--- src/verilog/plc_pkg.sv ---
package plc_pkg;

  // ----------------------------------------------------------------
  // clock and timing
  // ----------------------------------------------------------------
  localparam int CLK_HZ       = 50_000_000;
  localparam int BANNER_MS    = 2000;
  localparam int BANNER_CYC   = (CLK_HZ / 1000) * BANNER_MS;
  localparam int BLINK_MS     = 250;
  localparam int BLINK_CYC    = (CLK_HZ / 1000) * BLINK_MS;
  localparam int SETTLE_CYC   = 3;

  // ----------------------------------------------------------------
  // limits
  // ----------------------------------------------------------------
  localparam logic [15:0] VA_LIMIT_SMALL   = 16'h0096;
  localparam logic [15:0] VA_LIMIT_LARGE   = 16'h00DC;
  localparam logic [15:0] VOLTAGE_CEILING_CAUSE_MV    = 16'h15E0;
  localparam logic [23:0] DEV_PCT          = 24'h00000A;
  localparam logic [23:0] PCT_FULL         = 24'h000064;
  localparam logic [15:0] CUR_DEF_SMALL_MA = 16'h0BB8;
  localparam logic [15:0] CUR_DEF_LARGE_MA = 16'h1770;

  // ----------------------------------------------------------------
  // register map (byte addresses) and fields
  // ----------------------------------------------------------------
  localparam int          ADDR_W        = 8;
  localparam logic [7:0]  ADDR_CTRL     = 8'h00;
  localparam logic [7:0]  ADDR_CONFIG   = 8'h04;
  localparam logic [7:0]  ADDR_STATUS   = 8'h08;
  localparam logic [7:0]  ADDR_IRQ_STAT = 8'h0C;
  localparam logic [7:0]  ADDR_IRQ_CLR  = 8'h10;
  localparam logic [7:0]  ADDR_IRQ_EN   = 8'h14;
  localparam int          CTRL_START    = 0;
  localparam int          CTRL_STOP     = 1;
  localparam int          CFG_W         = 20;
  localparam int          CFG_FREQ      = 16;
  localparam int          CFG_LOWER     = 17;
  localparam int          CFG_OFFSET    = 18;
  localparam int          CFG_TIMER     = 19;
  localparam logic [19:0] CFG_RST       = {4'h0, CUR_DEF_SMALL_MA};
  localparam int          IRQ_W         = 4;
  localparam int          IRQ_PROT      = 0;
  localparam int          IRQ_START     = 1;
  localparam int          IRQ_END       = 2;
  localparam int          IRQ_RESTORE   = 3;
  localparam logic [3:0]  IRQ_EN_RST    = 4'h0;
  localparam logic [1:0]  RESP_OKAY     = 2'h0;
  localparam logic [1:0]  RESP_SLVERR   = 2'h2;

  // ----------------------------------------------------------------
  // synchronised pin inputs
  // ----------------------------------------------------------------
  localparam int         SYNC_W    = 10;
  localparam int         SI_TEMP   = 0;
  localparam int         SI_SHIFT  = 1;
  localparam int         SI_PSTART = 2;
  localparam int         SI_PSTOP  = 3;
  localparam int         SI_RSTART = 4;
  localparam int         SI_RSTOP  = 5;
  localparam int         SI_SSTART = 6;
  localparam int         SI_SSTOP  = 7;
  localparam int         SI_ENA    = 8;
  localparam int         SI_VAR    = 9;
  localparam logic [9:0] SYNC_RST  = 10'h1C0;

  localparam int TRIP_W = 5;

  typedef enum logic [1:0] {
    ST_BOOT  = 2'b00,
    ST_READY = 2'b01,
    ST_TEST  = 2'b10,
    ST_PROT  = 2'b11
  } plc_state_type;

  typedef enum logic [2:0] {
    CAUSE_NONE      = 3'b000,
    CAUSE_OVERHEAT  = 3'b001,
    CAUSE_OVERLOAD  = 3'b010,
    CAUSE_VOLTAGE   = 3'b011,
    CAUSE_EXT_IFACE = 3'b100,
    CAUSE_CURRENT   = 3'b101
  } plc_cause_type;

endpackage : plc_pkg

--- src/verilog/plc_cause_if.sv ---
`timescale 1ns/1ps
interface plc_cause_if;
  import plc_pkg::*;
  logic [TRIP_W-1:0] trip;
  logic              clear_req;
  logic              temp_hot;
  logic              prot;
  plc_cause_type     cause;
  modport ctrl  (output trip, clear_req, temp_hot, input prot, cause);
  modport latch (input trip, clear_req, temp_hot, output prot, cause);
endinterface : plc_cause_if

--- src/verilog/plc_sync.sv ---
`timescale 1ns/1ps
module plc_sync import plc_pkg::*; #(
  parameter int          W       = SYNC_W,
  parameter logic [W-1:0] RST_VAL = '0
) (
  input  wire logic         aclk,
  input  wire logic         aresetn,
  input  wire logic         ce,
  input  wire logic [W-1:0] din,
  output logic      [W-1:0] dout
);

  typedef struct packed {
    logic [W-1:0] s1;
    logic [W-1:0] s2;
  } plc_sync_state_type;

  plc_sync_state_type r;
  plc_sync_state_type r_nxt;

  // s1 feeds s2 only; nothing else may look at the metastable stage
  always_comb begin
    r_nxt    = r;
    r_nxt.s1 = din;
    r_nxt.s2 = r.s1;
  end

  always_ff @(posedge aclk) begin
    if (!aresetn) begin
      r <= '{s1: RST_VAL, s2: RST_VAL};
    end else if (ce) begin
      r <= r_nxt;
    end
  end

  assign dout = r.s2;

endmodule : plc_sync

--- src/verilog/plc_cause_latch.sv ---
`timescale 1ns/1ps
module plc_cause_latch import plc_pkg::*; (
  input  wire logic aclk,
  input  wire logic aresetn,
  input  wire logic ce,
  plc_cause_if.latch cif
);

  typedef struct packed {
    logic          prot;
    plc_cause_type cause;
  } plc_latch_state_type;

  plc_latch_state_type r;
  plc_latch_state_type r_nxt;

  always_comb begin
    r_nxt = r;
    if (!r.prot) begin
      // lowest index wins when several causes arrive in the same cycle
      for (int i = TRIP_W - 1; i >= 0; i--) begin
        if (cif.trip[i]) begin
          r_nxt.prot  = 1'b1;
          r_nxt.cause = plc_cause_type'(3'(i + 1));
        end
      end
    end else if (cif.clear_req && !cif.temp_hot && (cif.trip == '0)) begin
      // a hot sensor or a fresh trip keeps the latch: trip beats clear
      r_nxt.prot  = 1'b0;
      r_nxt.cause = CAUSE_NONE;
    end
  end

  always_ff @(posedge aclk) begin
    if (!aresetn) begin
      r <= '{prot: 1'b0, cause: CAUSE_NONE};
    end else if (ce) begin
      r <= r_nxt;
    end
  end

  assign cif.prot  = r.prot;
  assign cif.cause = r.cause;

endmodule : plc_cause_latch

--- src/verilog/plc_top.sv ---
// Overview of operation
// - overtemperature trips protection, overheat code blinks
// - overheat clears only by stop when cool
// - power above 150/220 VA trips overload
// - overload check runs even for accepted settings
// - overload stays latched until stop
// - over 5.6 V, not failed, trips limit
// - voltage limit stays latched until stop
// - enable level change trips; stop clears it
// - current off by over 10 percent trips
// - shift held through banner restores defaults
// - restore also erases stored test programs
// - defaults: 3.0/6.0 A, 50 Hz, options off
// - remote option starts/stops; panel stops, but starts only with enable high
// - connector starts, stops and shows status
// - protection lights indicator and halts test
// - protection output active while protection holds
//
// Decided for this implementation: the placing of the registers and the AXI4-Lite slave port.
`timescale 1ns/1ps
module plc_top import plc_pkg::*; #(
  parameter int BANNER_CYCLES = BANNER_CYC,
  parameter int BLINK_CYCLES  = BLINK_CYC
) (
  input  wire logic              aclk,
  input  wire logic              aresetn,
  input  wire logic              ce,
  input  wire logic [ADDR_W-1:0] s_axi_awaddr,
  input  wire logic              s_axi_awvalid,
  output logic                   s_axi_awready,
  input  wire logic [31:0]       s_axi_wdata,
  input  wire logic [3:0]        s_axi_wstrb,
  input  wire logic              s_axi_wvalid,
  output logic                   s_axi_wready,
  output logic [1:0]             s_axi_bresp,
  output logic                   s_axi_bvalid,
  input  wire logic              s_axi_bready,
  input  wire logic [ADDR_W-1:0] s_axi_araddr,
  input  wire logic              s_axi_arvalid,
  output logic                   s_axi_arready,
  output logic [31:0]            s_axi_rdata,
  output logic [1:0]             s_axi_rresp,
  output logic                   s_axi_rvalid,
  input  wire logic              s_axi_rready,
  input  wire logic              temp_hot_pin,
  input  wire logic              shift_key,
  input  wire logic              panel_start,
  input  wire logic              panel_stop,
  input  wire logic              remote_start,
  input  wire logic              remote_stop,
  input  wire logic              sio_start_n,
  input  wire logic              sio_stop_n,
  input  wire logic              sio_enable_n,
  input  wire logic              large_variant,
  input  wire logic [15:0]       meas_va,
  input  wire logic [15:0]       meas_volt_mv,
  input  wire logic [15:0]       meas_curr_ma,
  input  wire logic              judged_fail,
  output logic                   test_on,
  output logic                   ready,
  output logic                   prot_led,
  output logic [2:0]             cause_code,
  output logic                   cause_blink,
  output logic                   sio_drive_level,
  output logic                   sio_test_oe,
  output logic                   sio_ready_oe,
  output logic                   sio_prot_oe,
  output logic [15:0]            set_current_ma,
  output logic                   freq_60hz,
  output logic                   lower_on,
  output logic                   offset_on,
  output logic                   timer_on,
  output logic                   prog_erase,
  output logic                   irq
);

  // ----------------------------------------------------------------
  // state
  // ----------------------------------------------------------------
  typedef struct packed {
    plc_state_type     st;
    logic [26:0]       boot_cnt;
    logic              shift_ok;
    logic              variant;
    logic [1:0]        settle;
    logic              en_prev;
    logic [2:0]        start_prev;
    logic [24:0]       blink_cnt;
    logic              blink;
    logic              prot_prev;
    logic [CFG_W-1:0]  cfg;
    logic [IRQ_W-1:0]  irq_st;
    logic [IRQ_W-1:0]  irq_en;
    logic              erase;
    logic              aw_got;
    logic [ADDR_W-1:0] awaddr;
    logic              w_got;
    logic [31:0]       wdata;
    logic [3:0]        wstrb;
    logic              bvalid;
    logic [1:0]        bresp;
    logic              rvalid;
    logic [31:0]       rdata;
    logic [1:0]        rresp;
  } plc_top_state_type;

  plc_top_state_type r;
  plc_top_state_type r_nxt;

  logic [SYNC_W-1:0] sy;
  plc_cause_if       cif ();

  // ----------------------------------------------------------------
  // helpers
  // ----------------------------------------------------------------
  function automatic logic addr_known(input logic [ADDR_W-1:0] a);
    if (a == ADDR_CTRL) begin
      return 1'b1;
    end else if (a == ADDR_CONFIG || a == ADDR_STATUS) begin
      return 1'b1;
    end else if (a == ADDR_IRQ_STAT || a == ADDR_IRQ_CLR || a == ADDR_IRQ_EN) begin
      return 1'b1;
    end else begin
      return 1'b0;
    end
  endfunction : addr_known

  function automatic logic [31:0] merge(input logic [31:0] old, input logic [31:0] wd,
                                        input logic [3:0] st);
    logic [31:0] res;
    res = old;
    for (int b = 0; b < 4; b++) begin
      if (st[b]) begin
        res[b*8 +: 8] = wd[b*8 +: 8];
      end
    end
    return res;
  endfunction : merge

  // ----------------------------------------------------------------
  // pin synchronisers and cause latch
  // ----------------------------------------------------------------
  plc_sync #(
    .W       (SYNC_W),
    .RST_VAL (SYNC_RST)
  ) u_sync (
    .aclk    (aclk),
    .aresetn (aresetn),
    .ce      (ce),
    .din     ({large_variant, sio_enable_n, sio_stop_n, sio_start_n, remote_stop,
               remote_start, panel_stop, panel_start, shift_key, temp_hot_pin}),
    .dout    (sy)
  );

  plc_cause_latch u_latch (
    .aclk    (aclk),
    .aresetn (aresetn),
    .ce      (ce),
    .cif     (cif)
  );

  // ----------------------------------------------------------------
  // protection conditions
  // ----------------------------------------------------------------
  logic        testing;
  logic        ena_low;
  logic [2:0]  start_lv;
  logic [2:0]  start_rise;
  logic        stop_req;
  logic        start_req;
  logic [15:0] va_limit;
  logic [15:0] dev_ma;
  logic [23:0] dev_scaled;
  logic [23:0] dev_allowed;
  logic        do_write;
  logic        sw_start;
  logic        sw_stop;

  assign testing     = (r.st == ST_TEST);
  assign ena_low     = !sy[SI_ENA];
  // connector start counts only with enable low, the panel key only with it high
  assign start_lv    = {!sy[SI_SSTART] && ena_low, sy[SI_RSTART],
                        sy[SI_PSTART] && !ena_low};
  assign start_rise  = start_lv & ~r.start_prev;
  assign do_write    = r.aw_got && r.w_got && !r.bvalid && ce;
  assign sw_start    = do_write && (r.awaddr == ADDR_CTRL) && r.wstrb[0] &&
                       r.wdata[CTRL_START];
  assign sw_stop     = do_write && (r.awaddr == ADDR_CTRL) && r.wstrb[0] &&
                       r.wdata[CTRL_STOP];
  assign stop_req    = sy[SI_PSTOP] || sy[SI_RSTOP] || !sy[SI_SSTOP] ||
                       sw_stop;
  assign start_req   = (start_rise != 3'h0) || sw_start;
  assign va_limit    = r.variant ? VA_LIMIT_LARGE : VA_LIMIT_SMALL;
  assign dev_ma      = (meas_curr_ma > r.cfg[15:0]) ? (meas_curr_ma - r.cfg[15:0])
                                                    : (r.cfg[15:0] - meas_curr_ma);
  assign dev_scaled  = 24'(dev_ma) * PCT_FULL;
  assign dev_allowed = 24'(r.cfg[15:0]) * DEV_PCT;

  assign cif.temp_hot  = sy[SI_TEMP];
  assign cif.clear_req = stop_req;
  // overheat watches at all times; load checks only while a test drives
  assign cif.trip[0] = sy[SI_TEMP];
  assign cif.trip[1] = testing && (meas_va > va_limit);
  assign cif.trip[2] = testing && !judged_fail &&
                       (meas_volt_mv > VOLTAGE_CEILING_CAUSE_MV);
  assign cif.trip[3] = (r.settle == 2'(SETTLE_CYC)) &&
                       (sy[SI_ENA] != r.en_prev);
  assign cif.trip[4] = testing && !judged_fail &&
                       (dev_scaled > dev_allowed);

  // ----------------------------------------------------------------
  // next state
  // ----------------------------------------------------------------
  always_comb begin
    logic [IRQ_W-1:0] ev;
    logic [31:0]      rd;
    ev    = '0;
    rd    = '0;
    r_nxt = r;
    r_nxt.erase      = 1'b0;
    r_nxt.start_prev = start_lv;
    r_nxt.en_prev    = sy[SI_ENA];
    r_nxt.prot_prev  = cif.prot;
    if (r.settle != 2'(SETTLE_CYC)) begin
      // wait for the synchroniser to carry the real pin level
      r_nxt.settle = r.settle + 2'h1;
    end

    // test sequencing
    case (r.st)
      ST_BOOT: begin
        r_nxt.shift_ok = r.shift_ok && (sy[SI_SHIFT] || r.settle != 2'(SETTLE_CYC));
        r_nxt.boot_cnt = r.boot_cnt + 27'h1;
        if (r.boot_cnt == 27'(BANNER_CYCLES - 1)) begin
          r_nxt.st      = ST_READY;
          r_nxt.variant = sy[SI_VAR];
          if (r.shift_ok && sy[SI_SHIFT]) begin
            r_nxt.cfg = {4'h0, sy[SI_VAR] ? CUR_DEF_LARGE_MA
                                         : CUR_DEF_SMALL_MA};
            r_nxt.erase     = 1'b1;
            ev[IRQ_RESTORE] = 1'b1;
          end
        end
      end
      ST_READY: begin
        if (cif.prot) begin
          r_nxt.st = ST_PROT;
        end else if (start_req) begin
          r_nxt.st      = ST_TEST;
          ev[IRQ_START] = 1'b1;
        end
      end
      ST_TEST: begin
        if (cif.prot) begin
          r_nxt.st    = ST_PROT;
          ev[IRQ_END] = 1'b1;
        end else if (stop_req) begin
          r_nxt.st    = ST_READY;
          ev[IRQ_END] = 1'b1;
        end
      end
      ST_PROT: begin
        // starts are dropped here; only the latch release leaves
        if (!cif.prot) begin
          r_nxt.st = ST_READY;
        end
      end
      default: begin
        r_nxt.st = ST_READY;
      end
    endcase
    if (cif.prot && r.st != ST_PROT && r.st != ST_BOOT) begin
      r_nxt.st = ST_PROT;
    end

    // cause code blinking
    if (cif.prot) begin
      if (r.blink_cnt == 25'(BLINK_CYCLES - 1)) begin
        r_nxt.blink_cnt = '0;
        r_nxt.blink     = !r.blink;
      end else begin
        r_nxt.blink_cnt = r.blink_cnt + 25'h1;
      end
    end else begin
      r_nxt.blink_cnt = '0;
      r_nxt.blink     = 1'b1;
    end
    ev[IRQ_PROT] = cif.prot && !r.prot_prev;

    // write channel
    if (s_axi_awvalid && s_axi_awready) begin
      r_nxt.aw_got = 1'b1;
      r_nxt.awaddr = s_axi_awaddr;
    end
    if (s_axi_wvalid && s_axi_wready) begin
      r_nxt.w_got = 1'b1;
      r_nxt.wdata = s_axi_wdata;
      r_nxt.wstrb = s_axi_wstrb;
    end
    if (do_write) begin
      r_nxt.aw_got = 1'b0;
      r_nxt.w_got  = 1'b0;
      r_nxt.bvalid = 1'b1;
      r_nxt.bresp  = addr_known(r.awaddr) ? RESP_OKAY : RESP_SLVERR;
      if (r.awaddr == ADDR_CONFIG) begin
        r_nxt.cfg = CFG_W'(merge(32'(r.cfg), r.wdata, r.wstrb));
      end else if (r.awaddr == ADDR_IRQ_EN) begin
        r_nxt.irq_en = IRQ_W'(merge(32'(r.irq_en), r.wdata, r.wstrb));
      end else if (r.awaddr == ADDR_IRQ_CLR && r.wstrb[0]) begin
        r_nxt.irq_st = r.irq_st & ~r.wdata[IRQ_W-1:0];
      end
    end
    // a new event in the clearing cycle survives
    r_nxt.irq_st = r_nxt.irq_st | ev;
    if (r.bvalid && s_axi_bready) begin
      r_nxt.bvalid = 1'b0;
    end

    // read channel
    if (s_axi_arvalid && s_axi_arready) begin
      if (s_axi_araddr == ADDR_CONFIG) begin
        rd = 32'(r.cfg);
      end else if (s_axi_araddr == ADDR_STATUS) begin
        rd = {21'h0, r.variant, sy[SI_ENA], cif.prot, 1'b0, cif.cause, 2'h0, r.st};
      end else if (s_axi_araddr == ADDR_IRQ_STAT) begin
        rd = 32'(r.irq_st);
      end else if (s_axi_araddr == ADDR_IRQ_EN) begin
        rd = 32'(r.irq_en);
      end else begin
        rd = 32'h0000_0000;
      end
      r_nxt.rvalid = 1'b1;
      r_nxt.rdata  = rd;
      r_nxt.rresp  = addr_known(s_axi_araddr) ? RESP_OKAY : RESP_SLVERR;
    end else if (r.rvalid && s_axi_rready) begin
      r_nxt.rvalid = 1'b0;
    end
  end

  always_ff @(posedge aclk) begin
    if (!aresetn) begin
      r <= '{st: ST_BOOT, boot_cnt: '0, shift_ok: 1'b1, variant: 1'b0, settle: '0,
             en_prev: 1'b1, start_prev: '0, blink_cnt: '0, blink: 1'b1,
             prot_prev: 1'b0, cfg: CFG_RST, irq_st: '0, irq_en: IRQ_EN_RST,
             erase: 1'b0, aw_got: 1'b0, awaddr: '0, w_got: 1'b0, wdata: '0,
             wstrb: '0, bvalid: 1'b0, bresp: RESP_OKAY, rvalid: 1'b0, rdata: '0,
             rresp: RESP_OKAY};
    end else if (ce) begin
      r <= r_nxt;
    end
  end

  // ----------------------------------------------------------------
  // outputs
  // ----------------------------------------------------------------
  assign s_axi_awready  = ce && !r.aw_got && !r.bvalid;
  assign s_axi_wready   = ce && !r.w_got && !r.bvalid;
  assign s_axi_bvalid   = r.bvalid;
  assign s_axi_bresp    = r.bresp;
  assign s_axi_arready  = ce && !r.rvalid;
  assign s_axi_rvalid   = r.rvalid;
  assign s_axi_rdata    = r.rdata;
  assign s_axi_rresp    = r.rresp;
  assign test_on        = (r.st == ST_TEST);
  assign ready          = (r.st == ST_READY);
  assign prot_led       = cif.prot;
  assign cause_code     = cif.cause;
  assign cause_blink    = cif.prot && r.blink;
  // open-drain outputs pull low whenever enabled
  assign sio_drive_level = 1'b0;
  assign sio_test_oe    = (r.st == ST_TEST);
  assign sio_ready_oe   = (r.st == ST_READY);
  assign sio_prot_oe    = cif.prot;
  assign set_current_ma = r.cfg[15:0];
  assign freq_60hz      = r.cfg[CFG_FREQ];
  assign lower_on       = r.cfg[CFG_LOWER];
  assign offset_on      = r.cfg[CFG_OFFSET];
  assign timer_on       = r.cfg[CFG_TIMER];
  assign prog_erase     = r.erase;
  assign irq            = |(r.irq_st & r.irq_en);

endmodule : plc_top

--- config.mk ---
export PLATFORM = sky130hd
export DESIGN_NAME = plc_top
export DESIGN_NICKNAME = d
export VERILOG_FILES = /design/src/verilog/plc_pkg.sv /design/src/verilog/plc_cause_if.sv /design/src/verilog/plc_sync.sv /design/src/verilog/plc_cause_latch.sv /design/src/verilog/plc_top.sv
export SDC_FILE = /design/constraint.sdc
export NUM_CORES = 1
export LEC_CHECK = 0
export ABC_AREA = 1
export BUFFER_PORTS_ARGS = -buffer_cell sky130_fd_sc_hd__buf_2
export CAP_MARGIN = 15
export CORE_MARGIN = 8
export CORE_UTILIZATION = 58
export CTS_CLUSTER_DIAMETER = 30
export DETAILED_ROUTE_END_ITERATION = 8
export GPL_TIMING_DRIVEN = 0
export MAX_ROUTING_LAYER = met4
export PLACE_DENSITY = 0.81
export REMOVE_ABC_BUFFERS = 1
export SETUP_SLACK_MARGIN = 0.5
export SKIP_LAST_GASP = 1
export SLEW_MARGIN = 20
export SYNTH_ARGS = -nofsm -noshare
export SYNTH_HDL_FRONTEND = slang
export SYNTH_SLANG_ARGS = --single-unit
--- constraint.sdc ---
create_clock -name aclk -period 8.1 [get_ports aclk]
set_clock_uncertainty 0.1 [all_clocks]
set_input_delay 1.62 -clock aclk [delete_from_list [all_inputs] [get_ports aclk]]
set_output_delay 1.62 -clock aclk [all_outputs]
set_load 0.05 [all_outputs]
==> results.toml, run 1 <==
[synthesis]
ys.flop_type = "dfxtp_1"
synth.most_common_cell = "nand2_1"
synth_area_um2 = 12400
seq_area_frac_synth = 0.281
yosysTopAreaCell = "dfxtp_1"
ys_top_cells_by_count = "299 x nand2_1, 268 x inv_1, 181 x nor2_1, 174 x dfxtp_1, 150 x a21oi_1"
ys_ff_latch = 174
synthArstFlopShare = 0
syn_inst = 1761
yosysWarnings = 0
ys_types = 57
synthTopCellsByArea = "dfxtp_1 28%, ha_1 14%, nand2_1 9.1%, inv_1 8.1%, a21oi_1 6.1%"
synth_area_per_cell_um2 = 7.04
synth_top_cell_area_share = 0.281
synth_edf_count = 0

[cells_and_area]
num-nets-final = 2150
n_fill_cell = 1731
fin_area_um2 = 14200
layout-drive-gt1-share = 0.172
syn2layout_area_growth_pct = 14.9
diodes = 0
instances_no_fill = 2168

[clock_tree]
cts.sinks = 174
clk_latency_ns = 0.43
clk_path_buf_depth = 2
cts_tree = "yes"
postCtsHoldBufs = 0
cts_root_buf = "clkbuf_16"
clk_pin_slew_ns = 0.06
htree_num_levels = 4
numCtsBuffers = 17

[floorplan]
start_util = 0.590
die_h_um = 162
coreArea_um2 = 21000
num_rows = 53
io_pins = 193
die_w_um = 162
die-area_um2 = 26300

[setup_path]
r2r_slack_ns = 1.51
cp_num_cells = 42
worstSetupEndpoint = "u_latch.cif.prot"
crit_start = "meas_curr_ma[0]"
cp_data_required_time_ns = 8.34
path_common_cell = "nand2_2"
cp_num_buf_inv = 9
cp_max_fo = 6
r2r_cells = 40
r2r_end = "u_latch.cif.prot"
path_delay_family = "adder cells"
cp-start-kind = "input port"
worstSetupPathType = "in -> reg"
cp-end-kind = "flop"
r2r_start = "set_current_ma[0]"
cp_slowest_cell = "fa_1"
cp.arrival_ns = 7.59
max_stage_delay_ns = 0.51

[global_routing]
grtUsageTotal = 0.250
grt_max_degree = 83
grt_pass1_wl_mm = 52.9
grt_pass1_vias = 11500
grt_remaining_overflow = 0
antenna_found_initial = 0

[sta]
finalCritPeriodShare = 0.908
hold_violations = 0
setup_viol = 0
setup-tns-final_ns = 0
rsz0062_at_grt = "false"
worstMarginPinSlew_ns = 1.08
slew_headroom = 0.281
max_freq_mhz = 136
final-max-slew-violation-count = 0
finalCriticalPeriod_ns = 7.36
fin_hold_ws_ns = 0.358

[route]
wl_mm = 33.3
avgRoutedWirePerCell_um = 15.4
route.antenna.remaining_nets = 0
drcViolationCount = 0
num_vias = 11900
first_pass_iters = 5
viasPerCell = 5.49
drtIter0Drc = 804

[pwr]
power_leakage_nw = 6.68
ir_drop_uv = 145
p_per_area_nw_per_um2 = 239

[place]
portBuffers = 164
place_congestion = 0.930
dp_cells = 2119
place_area_um2 = 13100
dp_hpwl_mm = 25.3

[hold_path]
hold_path_class = "reg -> reg"

[job]
cap_viol_max_count = 0

[outcome]
outcome = "complete, no violations"
-- worst register-to-register path: cells and delay by family, from the launching register on --
family / cells / cell delay (ns)
xor gates and xnor gates: 2 / 0.32
and+or+nand+nor: 18 / 1.72
AOI/OAI and AO/OA: 5 / 0.68
DFF: 1 / 0.52
adders and majority gates: 7 / 2.34
muxes: 1 / 0.28
buffers and inverters: 7 / 0.54
-- placed cells by master (no fill, tap or decap), types with 10 or more instances in the layout --
| master | netlist | layout |
|---|---|---|
| buf_4 | 57 | 16 |
| xor2_1 | 39 | 33 |
| nor2_2 | 8 | 10 |
| o211ai_1 | 10 | 10 |
| nand4_1 | 20 | 20 |
| a21oi_1 | 150 | 146 |
| nor3_1 | 42 | 41 |
| nand2_2 | 10 | 20 |
| clkbuf_16 | 0 | 17 |
| xnor2_1 | 11 | 11 |
| inv_1 | 268 | 261 |
| inv_2 | 6 | 10 |
| conb_1 | 1 | 15 |
| ha_1 | 137 | 119 |
| fa_1 | 14 | 13 |
| nand2_1 | 299 | 286 |
| nor2_1 | 181 | 176 |
| dfxtp_1 | 174 | 174 |
| nor4_1 | 10 | 10 |
| ha_4 | 0 | 14 |
| nand3_1 | 56 | 49 |
| buf_2 | 8 | 163 |
| o21ai_0 | 126 | 122 |
-- per-stage QoR --
stage,total power (W),worst slack [ns],util
6_report,0.00340,0.745,0.678
5_1_grt,0.00364,0.376,0.678
4_1_cts,0.00308,0.504,0.650
3_5_place_dp,0.00229,-0.0809,0.621
3_3_place_gp,0.00225,0.0125,0.620
2_1_floorplan,0.00198,1.02,-
-- timing repair --
item                                    CTS  global route
cloned                                    1             1
pin swaps                                 3            42
buffers inserted                          0            15
endpoints found under the setup margin    4             4
resized for setup                         5            89
endpoints found under the hold margin     0             0
-- layout make-up --
class	instances	area, µm²	area share
clock inverters	14	138	0.00966
well taps	275	344	0.0242
repair buffers	180	963	0.0676
clock buffers	18	429	0.0301
flip-flops and latches	174	3480	0.245
inverters	276	1040	0.0732
multi-input cells	1231	7840	0.551
-- worst min path at each step --
stage               slack [ns]             end  cells after the start           start
floorplan                 0.32  u_sync.dout[6]                      2  u_sync.dout[6]
global placement          0.34          r[147]                      2          r[147]
detailed placement        0.34  u_sync.dout[7]                      2  u_sync.dout[7]
CTS                       0.36          r[147]                      2          r[147]
global route              0.38           r[49]                      2           r[49]
finish                    0.36          r[147]                      2          r[147]
-- routing by layer --
metal  vias up  routed length [µm]  global-route usage
met5         -                   0                   -
met4         0                1170               0.104
met3        88                1870              0.0321
met2       386               16600               0.442
met1      5482               13600               0.281
li1       5944                   -                   -
-- state kept, by name, summed over array words and instances, names as in the netlist --
signal and cells:
r 105, s_axi_rdata 20, set_current_ma 16, u_sync.dout 10, u_sync.r 10, u_latch.cif.cause 3
freq_60hz 1, lower_on 1, offset_on 1, prog_erase 1, s_axi_bresp 1, s_axi_bvalid 1
s_axi_rresp 1, s_axi_rvalid 1, timer_on 1, u_latch.cif.prot 1
-- report_power, final --
group | internal [W] | switching [W] | total [W]
clock network | 0.000409 | 0.000381 | 0.000791
logic | 0.000689 | 0.00101 | 0.00170
registers | 0.000890 | 0.0000230 | 0.000913
total | 0.00199 | 0.00142 | 0.00340
-- cells by family (layout without fill, tap and decap cells) --
group	after synthesis	in the layout	share of synthesized area
and+or+nand+nor	649	651	0.225
buffers and inverters	372	488	0.131
AOI/OAI and AO/OA	363	363	0.166
DFF	174	174	0.281
adders and majority gates	151	151	0.161
xor gates and xnor gates	50	50	0.0353
other	1	15	0.000303
muxes	1	1	0.000808
Note: power is estimated with default switching activity, not from simulation.
==> run 2, diff against run 1 <==
Settings changed: CORE_MARGIN 8 to 2, SLEW_MARGIN 20 to default, TNS_END_PERCENT from default to 5.
==> results.toml, run 2 (synthesis results as in run 1) <==
[sta]
finalCritPeriodShare = 0.913
setup-tns-final_ns = 0
final-max-slew-violation-count = 0
worstMarginPinSlew_ns = 1.13
hold_violations = 0
setup_viol = 0
rsz0062_at_grt = "false"
finalCriticalPeriod_ns = 7.40
max_freq_mhz = 135
slew_headroom = 0.246

[setup_path]
max_stage_delay_ns = 0.53
path_common_cell = "nand2_1"
cp-start-kind = "input port"
worstSetupEndpoint = "u_latch.cif.cause[1]"
cp_data_required_time_ns = 8.29
cp-end-kind = "flop"
cp_max_fo = 6
path_delay_family = "adder cells"
cp_num_cells = 41
r2r_slack_ns = 1.49
crit_start = "meas_curr_ma[9]"
r2r_start = "set_current_ma[0]"
cp_slowest_cell = "fa_1"
cp_num_buf_inv = 9
cp.arrival_ns = 7.58
worstSetupPathType = "in -> reg"
r2r_cells = 41
r2r_end = "u_latch.cif.cause[1]"

[hold_path]
hold_path_class = "reg -> reg"

[floorplan]
start_util = 0.590
num_rows = 53
io_pins = 193
die_h_um = 150
die_w_um = 150
die-area_um2 = 22600
coreArea_um2 = 21000

[cells_and_area]
num-nets-final = 2150
final_cell_mix = "290 x nand2_1, 259 x inv_1, 176 x nor2_1"
syn2layout_area_growth_pct = 15.7
fin_area_um2 = 14300
largest-register = "r"
final_common_cell = "nand2_1"
largest_reg_flops = 105
diodes = 0
layout-drive-gt1-share = 0.175
n_fill_cell = 1752

[route]
avgRoutedWirePerCell_um = 15.4
wl_mm = 33.3
route.antenna.remaining_nets = 0
viasPerCell = 5.56
first_pass_iters = 5
num_vias = 12100
drcViolationCount = 0
drtIter0Drc = 873

[place]
portBuffers = 164
place_congestion = 0.902
place_area_um2 = 13000
dp_hpwl_mm = 24.3

[global_routing]
grt_remaining_overflow = 0
antenna_found_initial = 0
grtUsageTotal = 0.290
grt_max_degree = 106
grt_pass1_vias = 11200
grt_pass1_wl_mm = 51.4

[clock_tree]
clk_latency_ns = 0.43
numCtsBuffers = 17
cts_tree = "yes"
cts.sinks = 174
postCtsHoldBufs = 0
clk_pin_slew_ns = 0.07
clk_path_buf_depth = 2
cts_root_buf = "clkbuf_16"
htree_num_levels = 4

[pwr]
p_per_area_nw_per_um2 = 240
power_leakage_nw = 6.71
ir_drop_uv = 152

[job]
cap_viol_max_count = 0

[outcome]
outcome = "complete, no violations"
==> run 2: changes by cell type in the layout (fill, tap and decap cells not counted), sizes merged <==
cell	previous run	this run
clkinv	6	3
inv	282	283
bufinv	0	2
clkbuf	18	17
clkinvlp	2	3
==> run 2: metrics by stage <==
| step | hold slack, ns | instances | power (W) | util | setup slack (ns) |
|---|---|---|---|---|---|
| 2_1_floorplan | 0.321 | 1679 | 0.00198 | - | 1.02 |
| 3_3_place_gp | 0.330 | 2118 | 0.00225 | 0.620 | 0.0765 |
| 3_5_place_dp | 0.339 | 2118 | 0.00229 | 0.620 | 0.00473 |
| 4_1_cts | 0.355 | 2150 | 0.00313 | 0.649 | 0.509 |
| 5_1_grt | 0.386 | 2168 | 0.00367 | 0.682 | 0.396 |
| 6_report | 0.356 | 2168 | 0.00345 | 0.682 | 0.705 |
==> run 2: cell type report <==
type / instances / area (µm²) / share of cell area
Multi-Input combinational cell: 1231 / 7910 / 0.552
Sequential cell: 174 / 3480 / 0.243
Timing Repair Buffer: 180 / 958 / 0.0668
Clock inverter: 15 / 176 / 0.0123
Inverter: 276 / 1040 / 0.0725
Clock buffer: 17 / 425 / 0.0297
Tap cell: 275 / 344 / 0.0240
==> run 2: per-layer routing <==
layer  track usage  vias up  wire length [µm]
met4        0.0943        0               996
met5             -        -                 0
met1         0.345     5575             13500
met2         0.511      450             16800
met3        0.0352       88              2020
li1              -     5949                 -
==> run 2: worst min-delay path by stage <==
stage / start / endpoint / slack, ns / cells past startpoint
after global placement: u_sync.dout[6] / u_sync.dout[6] / 0.33 / 2
final: r[147] / r[147] / 0.36 / 2
after floorplan: u_sync.dout[6] / u_sync.dout[6] / 0.32 / 2
after CTS: r[147] / r[147] / 0.35 / 2
after global routing: r[44] / set_current_ma[2] / 0.39 / 2
after detailed placement: u_sync.dout[6] / u_sync.dout[6] / 0.34 / 2
==> run 2: power breakdown <==
part / total, W / switching [W] / leakage [nW] / internal (W)
Clock: 0.000846 / 0.000379 / 0.289 / 0.000467
Sequential: 0.000913 / 0.0000227 / 1.42 / 0.000890
Combinational: 0.00169 / 0.00101 / 5.00 / 0.000674
Total: 0.00345 / 0.00142 / 6.71 / 0.00203
==> run 2: tightest hold or removal path, delay by kind of cell (launching register included) <==
family,cells,cell delay [ns]
flops,1,0.31
compound gates,1,0.06
simple gates,1,0.04
==> run 2: timing repair <==
item                                   4_1_cts  5_1_grt
pin swaps                                    0       50
setup buffers                                0       15
gates cloned                                 0        2
resized for setup                            3      102
setup endpoints to repair                    4        4
endpoints found under the hold margin        0        0
==> run 3, diff against run 2 <==
Settings changed: CORE_MARGIN 2 to 3.
==> results.toml, run 3 (synthesis results as in run 1) <==
[outcome]
outcome = "complete, no violations"

[setup_path]
worstSetupEndpoint = "u_latch.cif.cause[1]"
r2r_cells = 42
cp.arrival_ns = 7.60
cp-start-kind = "input port"
r2r_end = "u_latch.cif.cause[1]"
cp_num_buf_inv = 8
r2r_start = "set_current_ma[0]"
cp_max_fo = 6
worstSetupPathType = "in -> reg"
path_common_cell = "nand2_1"
cp_data_required_time_ns = 8.36
cp_num_cells = 41
r2r_slack_ns = 1.56
path_delay_family = "adder cells"
cp-end-kind = "flop"
cp_slowest_cell = "fa_1"
max_stage_delay_ns = 0.52
crit_start = "meas_curr_ma[4]"

[clock_tree]
clk_latency_ns = 0.43
htree_num_levels = 4
clk_path_buf_depth = 2
clk_pin_slew_ns = 0.07
cts_tree = "yes"
cts_root_buf = "clkbuf_16"
cts.sinks = 174
numCtsBuffers = 17
postCtsHoldBufs = 0

[global_routing]
grt_pass1_wl_mm = 51.6
antenna_found_initial = 1
grt_remaining_overflow = 0
grtUsageTotal = 0.271
grt_max_degree = 106
grt_pass1_vias = 11300

[hold_path]
hold_depth = 2
hold_path_class = "reg -> reg"

[route]
viasPerCell = 5.49
wl_mm = 32.0
drcViolationCount = 0
drtIter0Drc = 778
route.antenna.remaining_nets = 0
avgRoutedWirePerCell_um = 14.8
num_vias = 11900
first_pass_iters = 5

[sta]
max_freq_mhz = 136
setup_viol = 0
finalCriticalPeriod_ns = 7.34
final-max-slew-violation-count = 0
fin_ws_ns = 0.755
slew_headroom = 0.283
worstMarginPinSlew_ns = 1.07
finalCritPeriodShare = 0.907
rsz0062_at_grt = "false"
hold_violations = 0

[pwr]
p_int_w = 0.00206
p_per_area_nw_per_um2 = 237
switching_share = 0.385
p_seq_frac = 0.273
power_leakage_nw = 6.69
combPwrFrac = 0.454
clockPowerShare = 0.273
ir_drop_uv = 150
switchingPower_w = 0.00129

[cells_and_area]
final_util = 0.684
largest_reg_flops = 105
final_cell_mix = "294 x nand2_1, 268 x inv_1, 177 x nor2_1"
final_common_cell = "nand2_1"
instances_no_fill = 2160
syn2layout_area_growth_pct = 13.9
largest-register = "r"
num-nets-final = 2146
layout-drive-gt1-share = 0.156
fin_area_um2 = 14100
n_fill_cell = 1753

[floorplan]
die-area_um2 = 23200
die_h_um = 152
num_rows = 52
die_w_um = 152
io_pins = 193
start_util = 0.601
coreArea_um2 = 20600

[job]
cap_viol_max_count = 0

[place]
dp_hpwl_mm = 24.4
place_area_um2 = 13100
dp_cells = 2115
pre_cts_ws_ns = -0.00475
place_congestion = 0.921
portBuffers = 164
run 3: repair_timing:
| item | 4_1_cts | 5_1_grt |
|---|---|---|
| buffers inserted | 1 | 8 |
| hold endpoints to repair | 0 | 0 |
| pin swaps | 1 | 16 |
| endpoints found under the setup margin | 4 | 4 |
| cloned | 0 | 2 |
| gates resized for setup | 2 | 49 |
run 3: worst min path at each step:
stage | endpoint | startpoint
after floorplan | u_sync.dout[6] | u_sync.dout[6]
after global placement | r[147] | r[147]
after detailed placement | u_sync.r[18] | u_sync.r[18]
after CTS | r[54] | r[54]
after global routing | r[113] | r[113]
final | r[49] | r[49]
run 3: final cells by class:
cell class	count	area [µm²]	area share
multi-input combinational	1231	7630	0.541
sequential	174	3480	0.247
inverter	276	1040	0.0734
timing repair buffer	176	961	0.0681
clock buffer	18	439	0.0311
tap	270	338	0.0239
clock inverter	14	226	0.0160
antenna	1	2.50	0.000177
run 3: worst min-delay path: stages, from the launching register on:
cell,delay [ns]
dfxtp_1,0.30
inv_1,0.06
a21oi_1,0.06
run 3: routing by layer:
| metal | routed length [µm] | track usage |
|---|---|---|
| met1 | 13400 | 0.323 |
| met2 | 16200 | 0.480 |
| met3 | 1690 | 0.0338 |
| met4 | 750 | 0.0801 |
| met5 | 0 | - |
run 3: power groups by stage:
| stage | combinational (W) | sequential [W] | clock, W |
|---|---|---|---|
| floorplan | 0.00102 | 0.000958 | 0 |
| global placement | 0.00131 | 0.000930 | 0 |
| detailed placement | 0.00135 | 0.000931 | 0 |
| CTS | 0.00136 | 0.000913 | 0.000922 |
| global route | 0.00171 | 0.000918 | 0.000964 |
| finish | 0.00152 | 0.000913 | 0.000914 |
run 3: stage by stage:
stage | hold slack (ns) | TNS [ns] | power (W)
after global routing | 0.382 | 0 | 0.00359
final | 0.360 | 0 | 0.00334
after detailed placement | 0.346 | -0.00642 | 0.00228
after CTS | 0.361 | 0 | 0.00320
after global placement | 0.338 | -0.0948 | 0.00224
after floorplan | 0.321 | 0 | 0.00198
